[src/core/lbw_pkg.sv]
// Constants and types of the local bus write port
// Behaviour
// - Address bits 31:4 sit on bus bits 31:4 in the address phase.
// - Four active-low lane strobes on bus bits 3:0, strobe 3 for 31:24.
// - Lane strobes held inactive in reads while their read mask is off.
// - Lane strobes exact for 32-bit ports, union of bytes for narrow ports.
// - Narrow store data on 31:16/15:0 or 31:24/7:0 by endianness.
// - Narrow lanes follow reset endianness; unused data lines may float.
// - Active-high latch strobe lets external latches catch the address.
// - Low address bits 3:2, 3:1 or 3:0 by port, counting per datum.
// - Read drive enable stays high through every write.
// - Same-page hint when bits 31:8 match last write and no read or DMA.
// - Narrow ports give the hint only if the whole burst qualifies.
// - Done ends a single write; in a burst it steps to the next datum.
// - Fault ends the write without done and raises no exception.
// - Half-lane select 1 marks the most significant lane, 0 the least.
// - Half-lane selects held inactive in reads while their mask is off.
// - Mask off: endian half-lane select high in 8-bit reads, low writes.
// - Final flag with store for single writes, after next-to-last done.
// - Memory pulse low 1 clock in, up 1/2 after done, down 1/2 later.
// - Memory pulse enabled for reads and writes by config; writes at reset.
// - Peripheral pulse low two clocks after latch falls, only 3+ cycles.
// - Peripheral pin is input at reset; config makes it an output.
// - Store cycle output low from start until every datum is done or a fault ends it.
package lbw_pkg;

  localparam logic [3:0] CTRL_OFS     = 4'h0;
  localparam logic [3:0] STAT_OFS     = 4'h4;
  localparam int         C_LANE_MASK  = 0;
  localparam int         C_HALF_MASK  = 1;
  localparam int         C_MEM_RD     = 2;
  localparam int         C_MEM_WR     = 3;
  localparam int         C_PER_RD     = 4;
  localparam int         C_PER_WR     = 5;
  localparam int         C_PIN_DIR    = 6;
  localparam logic [6:0] CTRL_RESET   = 7'h08;
  localparam int         S_BUSY       = 0;
  localparam int         S_FAULT      = 1;
  localparam int         S_ENDIAN     = 2;
  localparam int         S_PIN        = 3;
  localparam logic [1:0] SIZE_32      = 2'h0;
  localparam logic [1:0] SIZE_16      = 2'h1;
  localparam logic [1:0] SIZE_8       = 2'h2;
  // Bus clock is two system clock cycles; each half is one cycle
  localparam int         CLK_PERIOD_NS = 5;
  localparam int         BUS_PERIOD_NS = 10;
  localparam int         HALF_CYCLES   = BUS_PERIOD_NS / (2 * CLK_PERIOD_NS);
  localparam logic [1:0] MEM_LOW_BC    = 2'h1;
  localparam logic [1:0] PER_LOW_BC    = 2'h2;
  localparam logic [1:0] ACK_MIN_BC    = 2'h1;

  typedef enum logic [2:0] {
    S_IDLE = 3'b001,
    S_ADDR = 3'b010,
    S_DATA = 3'b100
  } state_t;

endpackage : lbw_pkg

[src/core/local_bus_write_port.sv]
// Write side of the multiplexed local bus
//
// The plain strobed port and the address map were chosen for this implementation.
module local_bus_write_port
  import lbw_pkg::*;
(
  input  wire logic        i_clk,
  input  wire logic        i_rst_n,
  input  wire logic        i_wr_req,
  input  wire logic [31:0] i_wr_addr,
  input  wire logic [31:0] i_wr_data,
  input  wire logic [3:0]  i_wr_be,
  input  wire logic [1:0]  i_port_size,
  input  wire logic        i_rd_cycle,
  input  wire logic [3:0]  i_rd_be,
  input  wire logic        i_dma_cycle,
  input  wire logic        i_big_endian,
  input  wire logic        i_ack_n,
  input  wire logic        i_fault_n,
  input  wire logic        i_periph_in,
  input  wire logic [3:0]  i_reg_addr,
  input  wire logic [31:0] i_reg_wdata,
  input  wire logic        i_reg_wr,
  input  wire logic        i_reg_rd,
  output logic             o_wr_taken,
  output logic             o_bus_clk,
  output logic [31:0]      o_ad,
  output logic             o_ad_oe,
  output logic             o_ale,
  output logic [3:0]       o_addr_lo,
  output logic             o_store_n,
  output logic [3:0]       o_rd_lane_select_word_n,
  output logic [1:0]       o_half_lane_select_n,
  output logic             o_read_drive_enable_n,
  output logic             o_same_page_store_hint_n,
  output logic             o_final_n,
  output logic             o_memory_pulse_n,
  output logic             o_peripheral_pulse_n,
  output logic             o_peripheral_oe,
  output logic [31:0]      o_reg_rdata
);

  // ----------------------------------------------------------------
  // Datum helpers
  // ----------------------------------------------------------------
  function automatic logic [1:0] first_one(input logic [3:0] v);
    first_one = v[0] ? 2'h0 : v[1] ? 2'h1 : v[2] ? 2'h2 : 2'h3;
  endfunction : first_one

  function automatic logic [1:0] last_one(input logic [3:0] v);
    last_one = v[3] ? 2'h3 : v[2] ? 2'h2 : v[1] ? 2'h1 : 2'h0;
  endfunction : last_one

  // Half-lane selects for one datum, active low
  function automatic logic [1:0] halves(input logic [1:0] sz,
                                        input logic [3:0] bo,
                                        input logic       be,
                                        input logic [1:0] k);
    logic [1:0] h;
    h = 2'h3;
    if (sz == SIZE_16) begin
      if (be) h = {~bo[{k[0], 1'b0}], ~bo[{k[0], 1'b1}]};
      else    h = {~bo[{k[0], 1'b1}], ~bo[{k[0], 1'b0}]};
    end else if (sz == SIZE_8) begin
      h = be ? 2'h1 : 2'h2;
    end
    halves = h;
  endfunction : halves

  // Store data placed on the endian lane of a narrow port
  function automatic logic [31:0] lanes(input logic [1:0]  sz,
                                        input logic [31:0] d,
                                        input logic        be,
                                        input logic [1:0]  k);
    logic [7:0]  b;
    logic [15:0] w;
    b = be ? d[8 * (3 - k) +: 8] : d[8 * k +: 8];
    w = be ? d[16 * (1 - k[0]) +: 16] : d[16 * k[0] +: 16];
    if (sz == SIZE_8)       lanes = be ? {b, 24'h0} : {24'h0, b};
    else if (sz == SIZE_16) lanes = be ? {w, 16'h0} : {16'h0, w};
    else                    lanes = d;
  endfunction : lanes

  function automatic logic [3:0] low_addr(input logic [1:0] sz,
                                          input logic [3:2] a,
                                          input logic [1:0] k);
    if (sz == SIZE_8)       low_addr = {a, k};
    else if (sz == SIZE_16) low_addr = {a, k[0], 1'b0};
    else                    low_addr = {a, 2'h0};
  endfunction : low_addr

  // ----------------------------------------------------------------
  // State
  // ----------------------------------------------------------------
  state_t      state;
  logic        ph;
  logic [1:0]  bc;
  logic [1:0]  idx;
  logic [1:0]  last_idx;
  logic        gap;
  logic [31:0] w_addr;
  logic [31:0] w_data;
  logic [3:0]  w_bo;
  logic [1:0]  w_size;
  logic [6:0]  ctrl;
  logic        fault_seen;
  logic        big_endian;
  logic [1:0]  strap_cnt;
  logic        strap_m;
  logic        strap_s;
  logic [1:0]  ack_sync;
  logic [1:0]  fault_sync;
  logic [1:0]  pin_sync;
  logic [23:0] prev_page;
  logic        prev_ok;

  logic        start;
  logic        accept;
  logic        finish;
  logic [3:0]  in_bo;
  logic [1:0]  in_first;
  logic [1:0]  in_last;
  logic [1:0]  next_idx;

  always_comb begin
    for (int k = 0; k < 4; k++) begin
      in_bo[k] = big_endian ? i_wr_be[3 - k] : i_wr_be[k];
    end
    in_first = 2'h0;
    in_last  = 2'h0;
    if (i_port_size == SIZE_8) begin
      in_first = first_one(in_bo);
      in_last  = last_one(in_bo);
    end else if (i_port_size == SIZE_16) begin
      in_first = (in_bo[1:0] != 2'h0) ? 2'h0 : 2'h1;
      in_last  = (in_bo[3:2] != 2'h0) ? 2'h1 : 2'h0;
    end
  end

  assign start    = (state == S_IDLE) && i_wr_req && ph
                    && !i_rd_cycle && !i_dma_cycle;
  // Done or fault count only on a bus rising edge, cycle two onward
  assign accept   = (state == S_DATA) && ph && (bc >= ACK_MIN_BC)
                    && (!ack_sync[1] || !fault_sync[1]);
  assign finish   = accept && (idx == last_idx || !fault_sync[1]);
  assign next_idx = idx + 2'h1;

  // ----------------------------------------------------------------
  // Pin synchronisers and reset strap
  // ----------------------------------------------------------------
  always_ff @(posedge i_clk or negedge i_rst_n) begin
    if (!i_rst_n) begin
      ack_sync   <= 2'h3;
      fault_sync <= 2'h3;
      pin_sync   <= 2'h3;
      strap_m    <= 1'b0;
      strap_s    <= 1'b0;
    end else begin
      ack_sync   <= {ack_sync[0], i_ack_n};
      fault_sync <= {fault_sync[0], i_fault_n};
      pin_sync   <= {pin_sync[0], i_periph_in};
      strap_m    <= i_big_endian;
      strap_s    <= strap_m;
    end
  end

  // Endianness frozen once the strap has settled after release
  always_ff @(posedge i_clk or negedge i_rst_n) begin
    if (!i_rst_n) begin
      strap_cnt  <= 2'h0;
      big_endian <= 1'b0;
    end else if (strap_cnt != 2'h3) begin
      strap_cnt  <= strap_cnt + 2'h1;
      big_endian <= strap_s;
    end
  end

  // ----------------------------------------------------------------
  // Bus clock and sequencing
  // ----------------------------------------------------------------
  always_ff @(posedge i_clk or negedge i_rst_n) begin
    if (!i_rst_n) begin
      ph        <= 1'b0;
      o_bus_clk <= 1'b0;
    end else begin
      ph        <= ~ph;
      o_bus_clk <= ph;
    end
  end

  always_ff @(posedge i_clk or negedge i_rst_n) begin
    if (!i_rst_n) begin
      state      <= S_IDLE;
      bc         <= 2'h0;
      idx        <= 2'h0;
      last_idx   <= 2'h0;
      gap        <= 1'b0;
      o_wr_taken <= 1'b0;
    end else begin
      o_wr_taken <= start;
      unique case (state)
        S_IDLE: begin
          if (start) begin
            state    <= S_ADDR;
            bc       <= 2'h0;
            idx      <= in_first;
            last_idx <= in_last;
          end
        end
        S_ADDR: begin
          state <= S_DATA;
        end
        S_DATA: begin
          gap <= 1'b0;
          if (ph && bc != 2'h3) bc <= bc + 2'h1;
          if (finish) begin
            state <= S_IDLE;
          end else if (accept) begin
            idx <= next_idx;
            gap <= 1'b1;
          end
        end
      endcase
    end
  end

  // Transaction latch, taken when the write starts
  always_ff @(posedge i_clk or negedge i_rst_n) begin
    if (!i_rst_n) begin
      w_addr <= 32'h0;
      w_data <= 32'h0;
      w_bo   <= 4'h0;
      w_size <= SIZE_32;
    end else if (start) begin
      w_addr <= i_wr_addr;
      w_data <= i_wr_data;
      w_bo   <= in_bo;
      w_size <= i_port_size;
    end
  end

  // ----------------------------------------------------------------
  // Address, data and datum controls
  // ----------------------------------------------------------------
  always_ff @(posedge i_clk or negedge i_rst_n) begin
    if (!i_rst_n) begin
      o_ad                 <= 32'h0;
      o_ad_oe              <= 1'b0;
      o_ale                <= 1'b0;
      o_addr_lo            <= 4'h0;
      o_store_n            <= 1'b1;
      o_final_n            <= 1'b1;
      o_half_lane_select_n <= 2'h3;
    end else if (start) begin
      o_ad      <= {i_wr_addr[31:4], ~i_wr_be};
      o_ad_oe   <= 1'b1;
      o_ale     <= 1'b1;
      o_store_n <= 1'b0;
      o_final_n <= (in_first != in_last);
      o_addr_lo <= low_addr(i_port_size, i_wr_addr[3:2], in_first);
      o_half_lane_select_n <= halves(i_port_size, in_bo, big_endian,
                                     in_first);
    end else if (state == S_ADDR) begin
      o_ale <= 1'b0;
      o_ad  <= lanes(w_size, w_data, big_endian, idx);
    end else if (finish) begin
      o_ad_oe              <= 1'b0;
      o_store_n            <= 1'b1;
      o_final_n            <= 1'b1;
      o_half_lane_select_n <= 2'h3;
    end else if (accept) begin
      o_ad      <= lanes(w_size, w_data, big_endian, next_idx);
      o_addr_lo <= low_addr(w_size, w_addr[3:2], next_idx);
      o_final_n <= (next_idx != last_idx);
      o_half_lane_select_n <= halves(w_size, w_bo, big_endian,
                                     next_idx);
    end else if (state == S_IDLE) begin
      // Read engine owns the half-lane pins between writes
      o_half_lane_select_n <= 2'h3;
      if (i_rd_cycle && ctrl[C_HALF_MASK]) begin
        o_half_lane_select_n <= {~(i_rd_be[3] | i_rd_be[1]),
                                 ~(i_rd_be[2] | i_rd_be[0])};
      end
    end
  end

  // Lane strobes handed to the read engine for its address phase
  always_ff @(posedge i_clk or negedge i_rst_n) begin
    if (!i_rst_n) begin
      o_rd_lane_select_word_n <= 4'hF;
    end else begin
      o_rd_lane_select_word_n <= ctrl[C_LANE_MASK] ? ~i_rd_be
                                                   : 4'hF;
    end
  end

  // Memory drivers stay off unless the read engine is active
  always_ff @(posedge i_clk or negedge i_rst_n) begin
    if (!i_rst_n) begin
      o_read_drive_enable_n <= 1'b1;
    end else begin
      o_read_drive_enable_n <= !(i_rd_cycle && state == S_IDLE
                                 && !start);
    end
  end

  // ----------------------------------------------------------------
  // Same-page hint
  // ----------------------------------------------------------------
  // A burst never leaves its word, so one page test covers it
  always_ff @(posedge i_clk or negedge i_rst_n) begin
    if (!i_rst_n) begin
      prev_page                <= 24'h0;
      prev_ok                  <= 1'b0;
      o_same_page_store_hint_n <= 1'b1;
    end else if (start) begin
      prev_page                <= i_wr_addr[31:8];
      prev_ok                  <= 1'b1;
      o_same_page_store_hint_n <= !(prev_ok
        && prev_page == i_wr_addr[31:8]);
    end else begin
      if (i_rd_cycle || i_dma_cycle) prev_ok <= 1'b0;
      if (finish) o_same_page_store_hint_n <= 1'b1;
    end
  end

  // ----------------------------------------------------------------
  // Memory and peripheral pulses
  // ----------------------------------------------------------------
  always_ff @(posedge i_clk or negedge i_rst_n) begin
    if (!i_rst_n) begin
      o_memory_pulse_n <= 1'b1;
    end else if (state == S_IDLE) begin
      o_memory_pulse_n <= !(i_rd_cycle && !start
                            && ctrl[C_MEM_RD]);
    end else if (finish) begin
      o_memory_pulse_n <= 1'b1;
    end else if (ctrl[C_MEM_WR]) begin
      if (gap) begin
        o_memory_pulse_n <= 1'b1;
      end else if (state == S_DATA && ph && bc == 2'h0) begin
        o_memory_pulse_n <= 1'b0;
      end else if (state == S_DATA && ph) begin
        o_memory_pulse_n <= 1'b0;
      end
    end
  end

  // Held back to the third cycle so short writes never show it
  always_ff @(posedge i_clk or negedge i_rst_n) begin
    if (!i_rst_n) begin
      o_peripheral_pulse_n <= 1'b1;
      o_peripheral_oe      <= 1'b0;
    end else begin
      o_peripheral_oe <= ctrl[C_PIN_DIR];
      if (state == S_IDLE) begin
        o_peripheral_pulse_n <= !(i_rd_cycle && !start && ctrl[C_PER_RD]);
      end else if (finish) begin
        o_peripheral_pulse_n <= 1'b1;
      end else if (state == S_DATA && !ph && bc == PER_LOW_BC
                   && ctrl[C_PER_WR]) begin
        o_peripheral_pulse_n <= 1'b0;
      end
    end
  end

  // ----------------------------------------------------------------
  // Register port
  // ----------------------------------------------------------------
  always_ff @(posedge i_clk or negedge i_rst_n) begin
    if (!i_rst_n) begin
      ctrl <= CTRL_RESET;
    end else if (i_reg_wr && i_reg_addr == CTRL_OFS) begin
      ctrl <= i_reg_wdata[6:0];
    end
  end

  // A fault in the clearing cycle still sets the flag
  always_ff @(posedge i_clk or negedge i_rst_n) begin
    if (!i_rst_n) begin
      fault_seen <= 1'b0;
    end else if (accept && !fault_sync[1]) begin
      fault_seen <= 1'b1;
    end else if (i_reg_wr && i_reg_addr == STAT_OFS
                 && i_reg_wdata[S_FAULT]) begin
      fault_seen <= 1'b0;
    end
  end

  always_ff @(posedge i_clk or negedge i_rst_n) begin
    if (!i_rst_n) begin
      o_reg_rdata <= 32'h0;
    end else begin
      o_reg_rdata <= 32'h0;
      if (i_reg_rd && i_reg_addr == CTRL_OFS) begin
        o_reg_rdata <= {25'h0, ctrl};
      end else if (i_reg_rd && i_reg_addr == STAT_OFS) begin
        o_reg_rdata <= {28'h0, pin_sync[1], big_endian, fault_seen,
                        state != S_IDLE};
      end
    end
  end

endmodule : local_bus_write_port

[config.mk]
export PLATFORM = sky130hd
export DESIGN_NAME = local_bus_write_port
export DESIGN_NICKNAME = d
export VERILOG_FILES = /design/src/core/lbw_pkg.sv /design/src/core/local_bus_write_port.sv
export SDC_FILE = /design/constraint.sdc
export NUM_CORES = 1
export LEC_CHECK = 0
export ABC_AREA = 1
export BUFFER_PORTS_ARGS = -buffer_cell sky130_fd_sc_hd__clkbuf_2
export CORE_MARGIN = 10
export CORE_UTILIZATION = 30
export CTS_CLUSTER_DIAMETER = 50
export DETAILED_ROUTE_END_ITERATION = 12
export SLEW_MARGIN = 40
export SYNTH_ARGS = -nofsm -noshare
export SYNTH_HDL_FRONTEND = slang
export SYNTH_SLANG_ARGS = --single-unit
export TNS_END_PERCENT = 50
[constraint.sdc]
create_clock -name i_clk -period 2 [get_ports i_clk]
set_input_delay 0.3 -clock i_clk [delete_from_list [all_inputs] [get_ports i_clk]]
set_output_delay 0.3 -clock i_clk [all_outputs]
set_load 0.03 [all_outputs]
==> out/summary.md <==
The synthesized netlist devotes 13.0% of its cell area to compound gates. After Yosys synthesis, full adders, half adders and majority gates account for 0.695% of the synthesized area. The later pin in the worst-skew pair is clocked with a latency of 450 ps. No sink is reached through more buffers than the 2 on the longest clock path. The sum of routed wire length over all layers is 31.1 mm. Summing the sequential cell areas from Yosys gives 43.4% of the chip area.

In this run the worst setup path begins at state[0]. Registers take 3900 um2. The tools report the placeable core area as 29600 um2. Max-cap violations in this run came to 0. The fraction of layout cells with a size suffix above 1 is 19.8%, and the starting DRC count in detailed routing is 904. The run gives 63 as the placement row count. Worst hold path class: input pin to flop. In the routed design, unresolved DRC markers number 0. After synthesis, the largest family of logic cells by area is simple AND/OR/NAND/NOR gates. Number of clock buffers inserted by TritonCTS: 17.

The portion of synthesized cell area occupied by the leading cell type was 37.5%; the antenna cell count was 0. The H-tree was split into 4 levels. The filler cell count came out at 3211. TritonCTS built the clock tree. The startpoint identified for the worst hold timing path is i_wr_data[10]. The share of synthesized cell area in and, or, nand and nor gates was 31.7%. The total iterations of the first detailed-routing run was 6; the share of the synthesized netlist area taken by xor and xnor gates was 1.27%. Ranked by instance count, the synthesized netlist is headed by nand2_1, dfrtp_1, nand3_1, inv_1, o21ai_0. The worst-path maximum fanout is 12. Setup violations remaining at the end of the flow were counted as 0. The flow ran to the end, and the final reports show no timing, DRC or antenna violations. In the final routed layout, each cell accounts on average for 16.7 um. Cells fill 37.9% of the core in the end. Ranked by total cell area, the synthesized netlist is headed by dfrtp_1, nand2_1, nand3_1.

The tools report the effective utilization at floorplan as 30.4%. Setup repair after global routing could not meet its margin everywhere. Measured against its own limit, the worst slew margin works out to 61.7%. By startpoint and endpoint, the worst setup path is classified as flop to flop. The tools report the number of antenna violations at the first check in global routing as 0.

The clock net in this run drives a total of 155 sinks. The largest net degree at the start of global routing was 60. The biggest area contributor in the post-synthesis netlist is dfrtp_1. At the end of routability-driven placement, the weighted congestion stood at 0.897. In the finished design, the share of the clock period the worst path needs comes to 93.0%. The count of input and output buffers is 153, and the count of pins over their slew limit is 0.

Total via count after detailed routing: 9005. The sum of net half-perimeters after detailed placement came out at 23.5 mm. At the pin with the least slew margin, the transition time is 575 ps. In this run the clock root is driven by a clkbuf_16. The most common cell in the netlist was nand2_1. The number of global-route vias before repair was 8682; the number of hold violations in the final report was 0. For the worst setup path, the data arrival time is 2200 ps. The kind of launch point of the worst setup path is a flop.

After layout, the minimum clock period comes to 1860 ps. For this design the static power due to leakage is 5.75 nW. Clock edge transition at the registers on the reported setup and hold paths: 80 ps. The floorplan step set the die width to 193 um. The worst hold margin was 56.6 ps; the detail-routed via count per cell was 4.82.

The count of nets left with antenna violations once routing finished came out at 0. In the global route stage, overall resource usage came out at 16.5%. Kind of capture point of the worst setup path: a flop. The clock arrives with 17.2 ps of skew.

From synthesis to final layout, the design area changed by 24.8%. The startpoint of the worst-slack reg-to-reg timing path is state[0]. For the worst setup path, the data required time is 2340 ps. Derived from the worst setup path, the maximum achievable clock frequency is 538 MHz.

Dividing total power by cell area gives a power density of 1350 nW/um2. Synthesis produced a netlist whose cell count is 1285. At the end of the flow, the number of nets in the layout was 1590. Yosys mapped the design onto 38 distinct sky130hd cell types. In this run the cell area of the synthesized design comes to 9000 um2. The count of synthesis-stage warnings from yosys was 0. Global route total overflow: 0.

A synthesized cell averages 7.00 um2. The post-synthesis sequential element count was 155; the height of the chip was 193 um. The top flip-flop cell by instance count after synthesis was dfrtp_1. For this run, asynchronously set or reset flops after synthesis account for 100%.

The area used by multi-input combinational logic is 4340 um2, and the area of the die is 37300 um2. The first global-routing pass estimated 47.9 mm of wire. Yosys mapped a number of flops with a built-in enable equal to 0. IR analysis of the VDD net gives a maximum drop of 0.591 mV.

Multiplexer cells account for 0.125% of the synthesized area. The tools report the I/O pin count as 206.
[cell families (layout without fill, tap and decap cells)]
group,after synthesis,in the layout
flops,155,155
mux,1,1
fa+ha+maj,5,5
buf+inv,199,367
other cells,1,25
xor+xnor,13,13
simple gates,693,693
compound gates,218,218
[layout make-up]
class                   count  area share, %
inverters                 116           3.90
flip-flops and latches    155           34.7
repair buffers            219           13.0
clock inverters            15           1.57
clock buffers              17           3.79
well taps                 390           4.34
multi-input cells         955           38.7
[registers in the layout, indices dropped and copies added (netlist names), 3 cells and up]
name	flops
ctrl	7
o_ad	32
o_addr_lo	4
o_rd_lane_select_word_n	4
o_reg_rdata	7
prev_page	24
state	3
w_bo	4
w_data	32
[final timing paths]
kind                       cells past startpoint  slack (ps)            end
hold reg to reg                                0         350  fault_sync[1]
max in group asynchronous                      3         960  prev_page[19]
hold / removal                                 3          60     w_data[10]
setup reg to reg                              11         140       o_ad[28]
min in group asynchronous                      2         390        strap_m
setup / recovery                              11         140       o_ad[28]
[placed cells by master, fill, tap and decap left out, types with 3 or more instances in the layout]
| cell | synthesis | final |
|---|---|---|
| nand2_1 | 460 | 458 |
| clkbuf_2 | 0 | 152 |
| dfrtp_1 | 135 | 135 |
| nand3_1 | 112 | 112 |
| inv_1 | 104 | 104 |
| o21ai_0 | 100 | 100 |
| nor2_1 | 85 | 84 |
| a21oi_1 | 62 | 62 |
| buf_4 | 28 | 41 |
| conb_1 | 1 | 25 |
| o22ai_1 | 24 | 22 |
| dfstp_2 | 20 | 20 |
| clkbuf_16 | 0 | 18 |
| o21ai_1 | 11 | 11 |
| buf_12 | 0 | 11 |
| or2_1 | 9 | 9 |
| inv_2 | 10 | 9 |
| dlygate4sd3_1 | 0 | 9 |
| o21bai_1 | 8 | 8 |
| nor3_1 | 7 | 7 |
| a31oi_1 | 7 | 7 |
| or2_2 | 6 | 6 |
| xnor2_1 | 7 | 6 |
| xor2_1 | 6 | 6 |
| ha_1 | 5 | 5 |
| clkinv_8 | 0 | 5 |
| buf_6 | 1 | 5 |
| nand4_1 | 4 | 4 |
| inv_8 | 0 | 4 |
| o211ai_1 | 3 | 3 |
| nand2_2 | 3 | 3 |
[worst max-delay path: stages (launching register included)]
cell	delay, ps
dfstp_2	550
nand3_1	140
nor2_4	170
inv_2	50
nand3_1	120
nand2_4	130
buf_4	190
nor2_1	110
buf_4	130
nand3_1	70
nand2_1	60
inv_1	30
[per-stage QoR]
stage	total power [W]	area, um2	std cells	setup TNS, ps	setup WS [ps]
2_1_floorplan	0.00913	9090	1309	0	260
3_3_place_gp	0.0117	10500	1825	0	60.1
3_5_place_dp	0.0118	10500	1825	0	27.7
4_1_cts	0.0152	11200	1866	0	23.9
5_1_grt	0.0163	11200	1867	-14.1	-8.15
6_report	0.0152	11200	1867	0	141
[report_power, final]
group / total [W] / switching, W / leakage (nW) / internal (W)
clock: 0.00328 / 0.00159 / 0.286 / 0.00168
combinational: 0.00745 / 0.00489 / 3.71 / 0.00257
sequential: 0.00444 / 0.000454 / 1.76 / 0.00398
total: 0.0152 / 0.00694 / 5.75 / 0.00823
[routing by layer]
metal / vias to the layer above / track usage, % / wire [um]
met5: - / 0 / 0
met4: 0 / 4.94 / 585
met2: 337 / 27.4 / 14900
met3: 41 / 3.56 / 2580
li1: 4431 / - / -
met1: 4196 / 21.2 / 13100
[timing repair]
action,CTS,global route
resized for setup,0,12
hold buffers,9,0
endpoints found under the hold margin,49,0
buffers inserted,0,0
endpoints found under the setup margin,0,52
(Power assumes the default switching activity.)
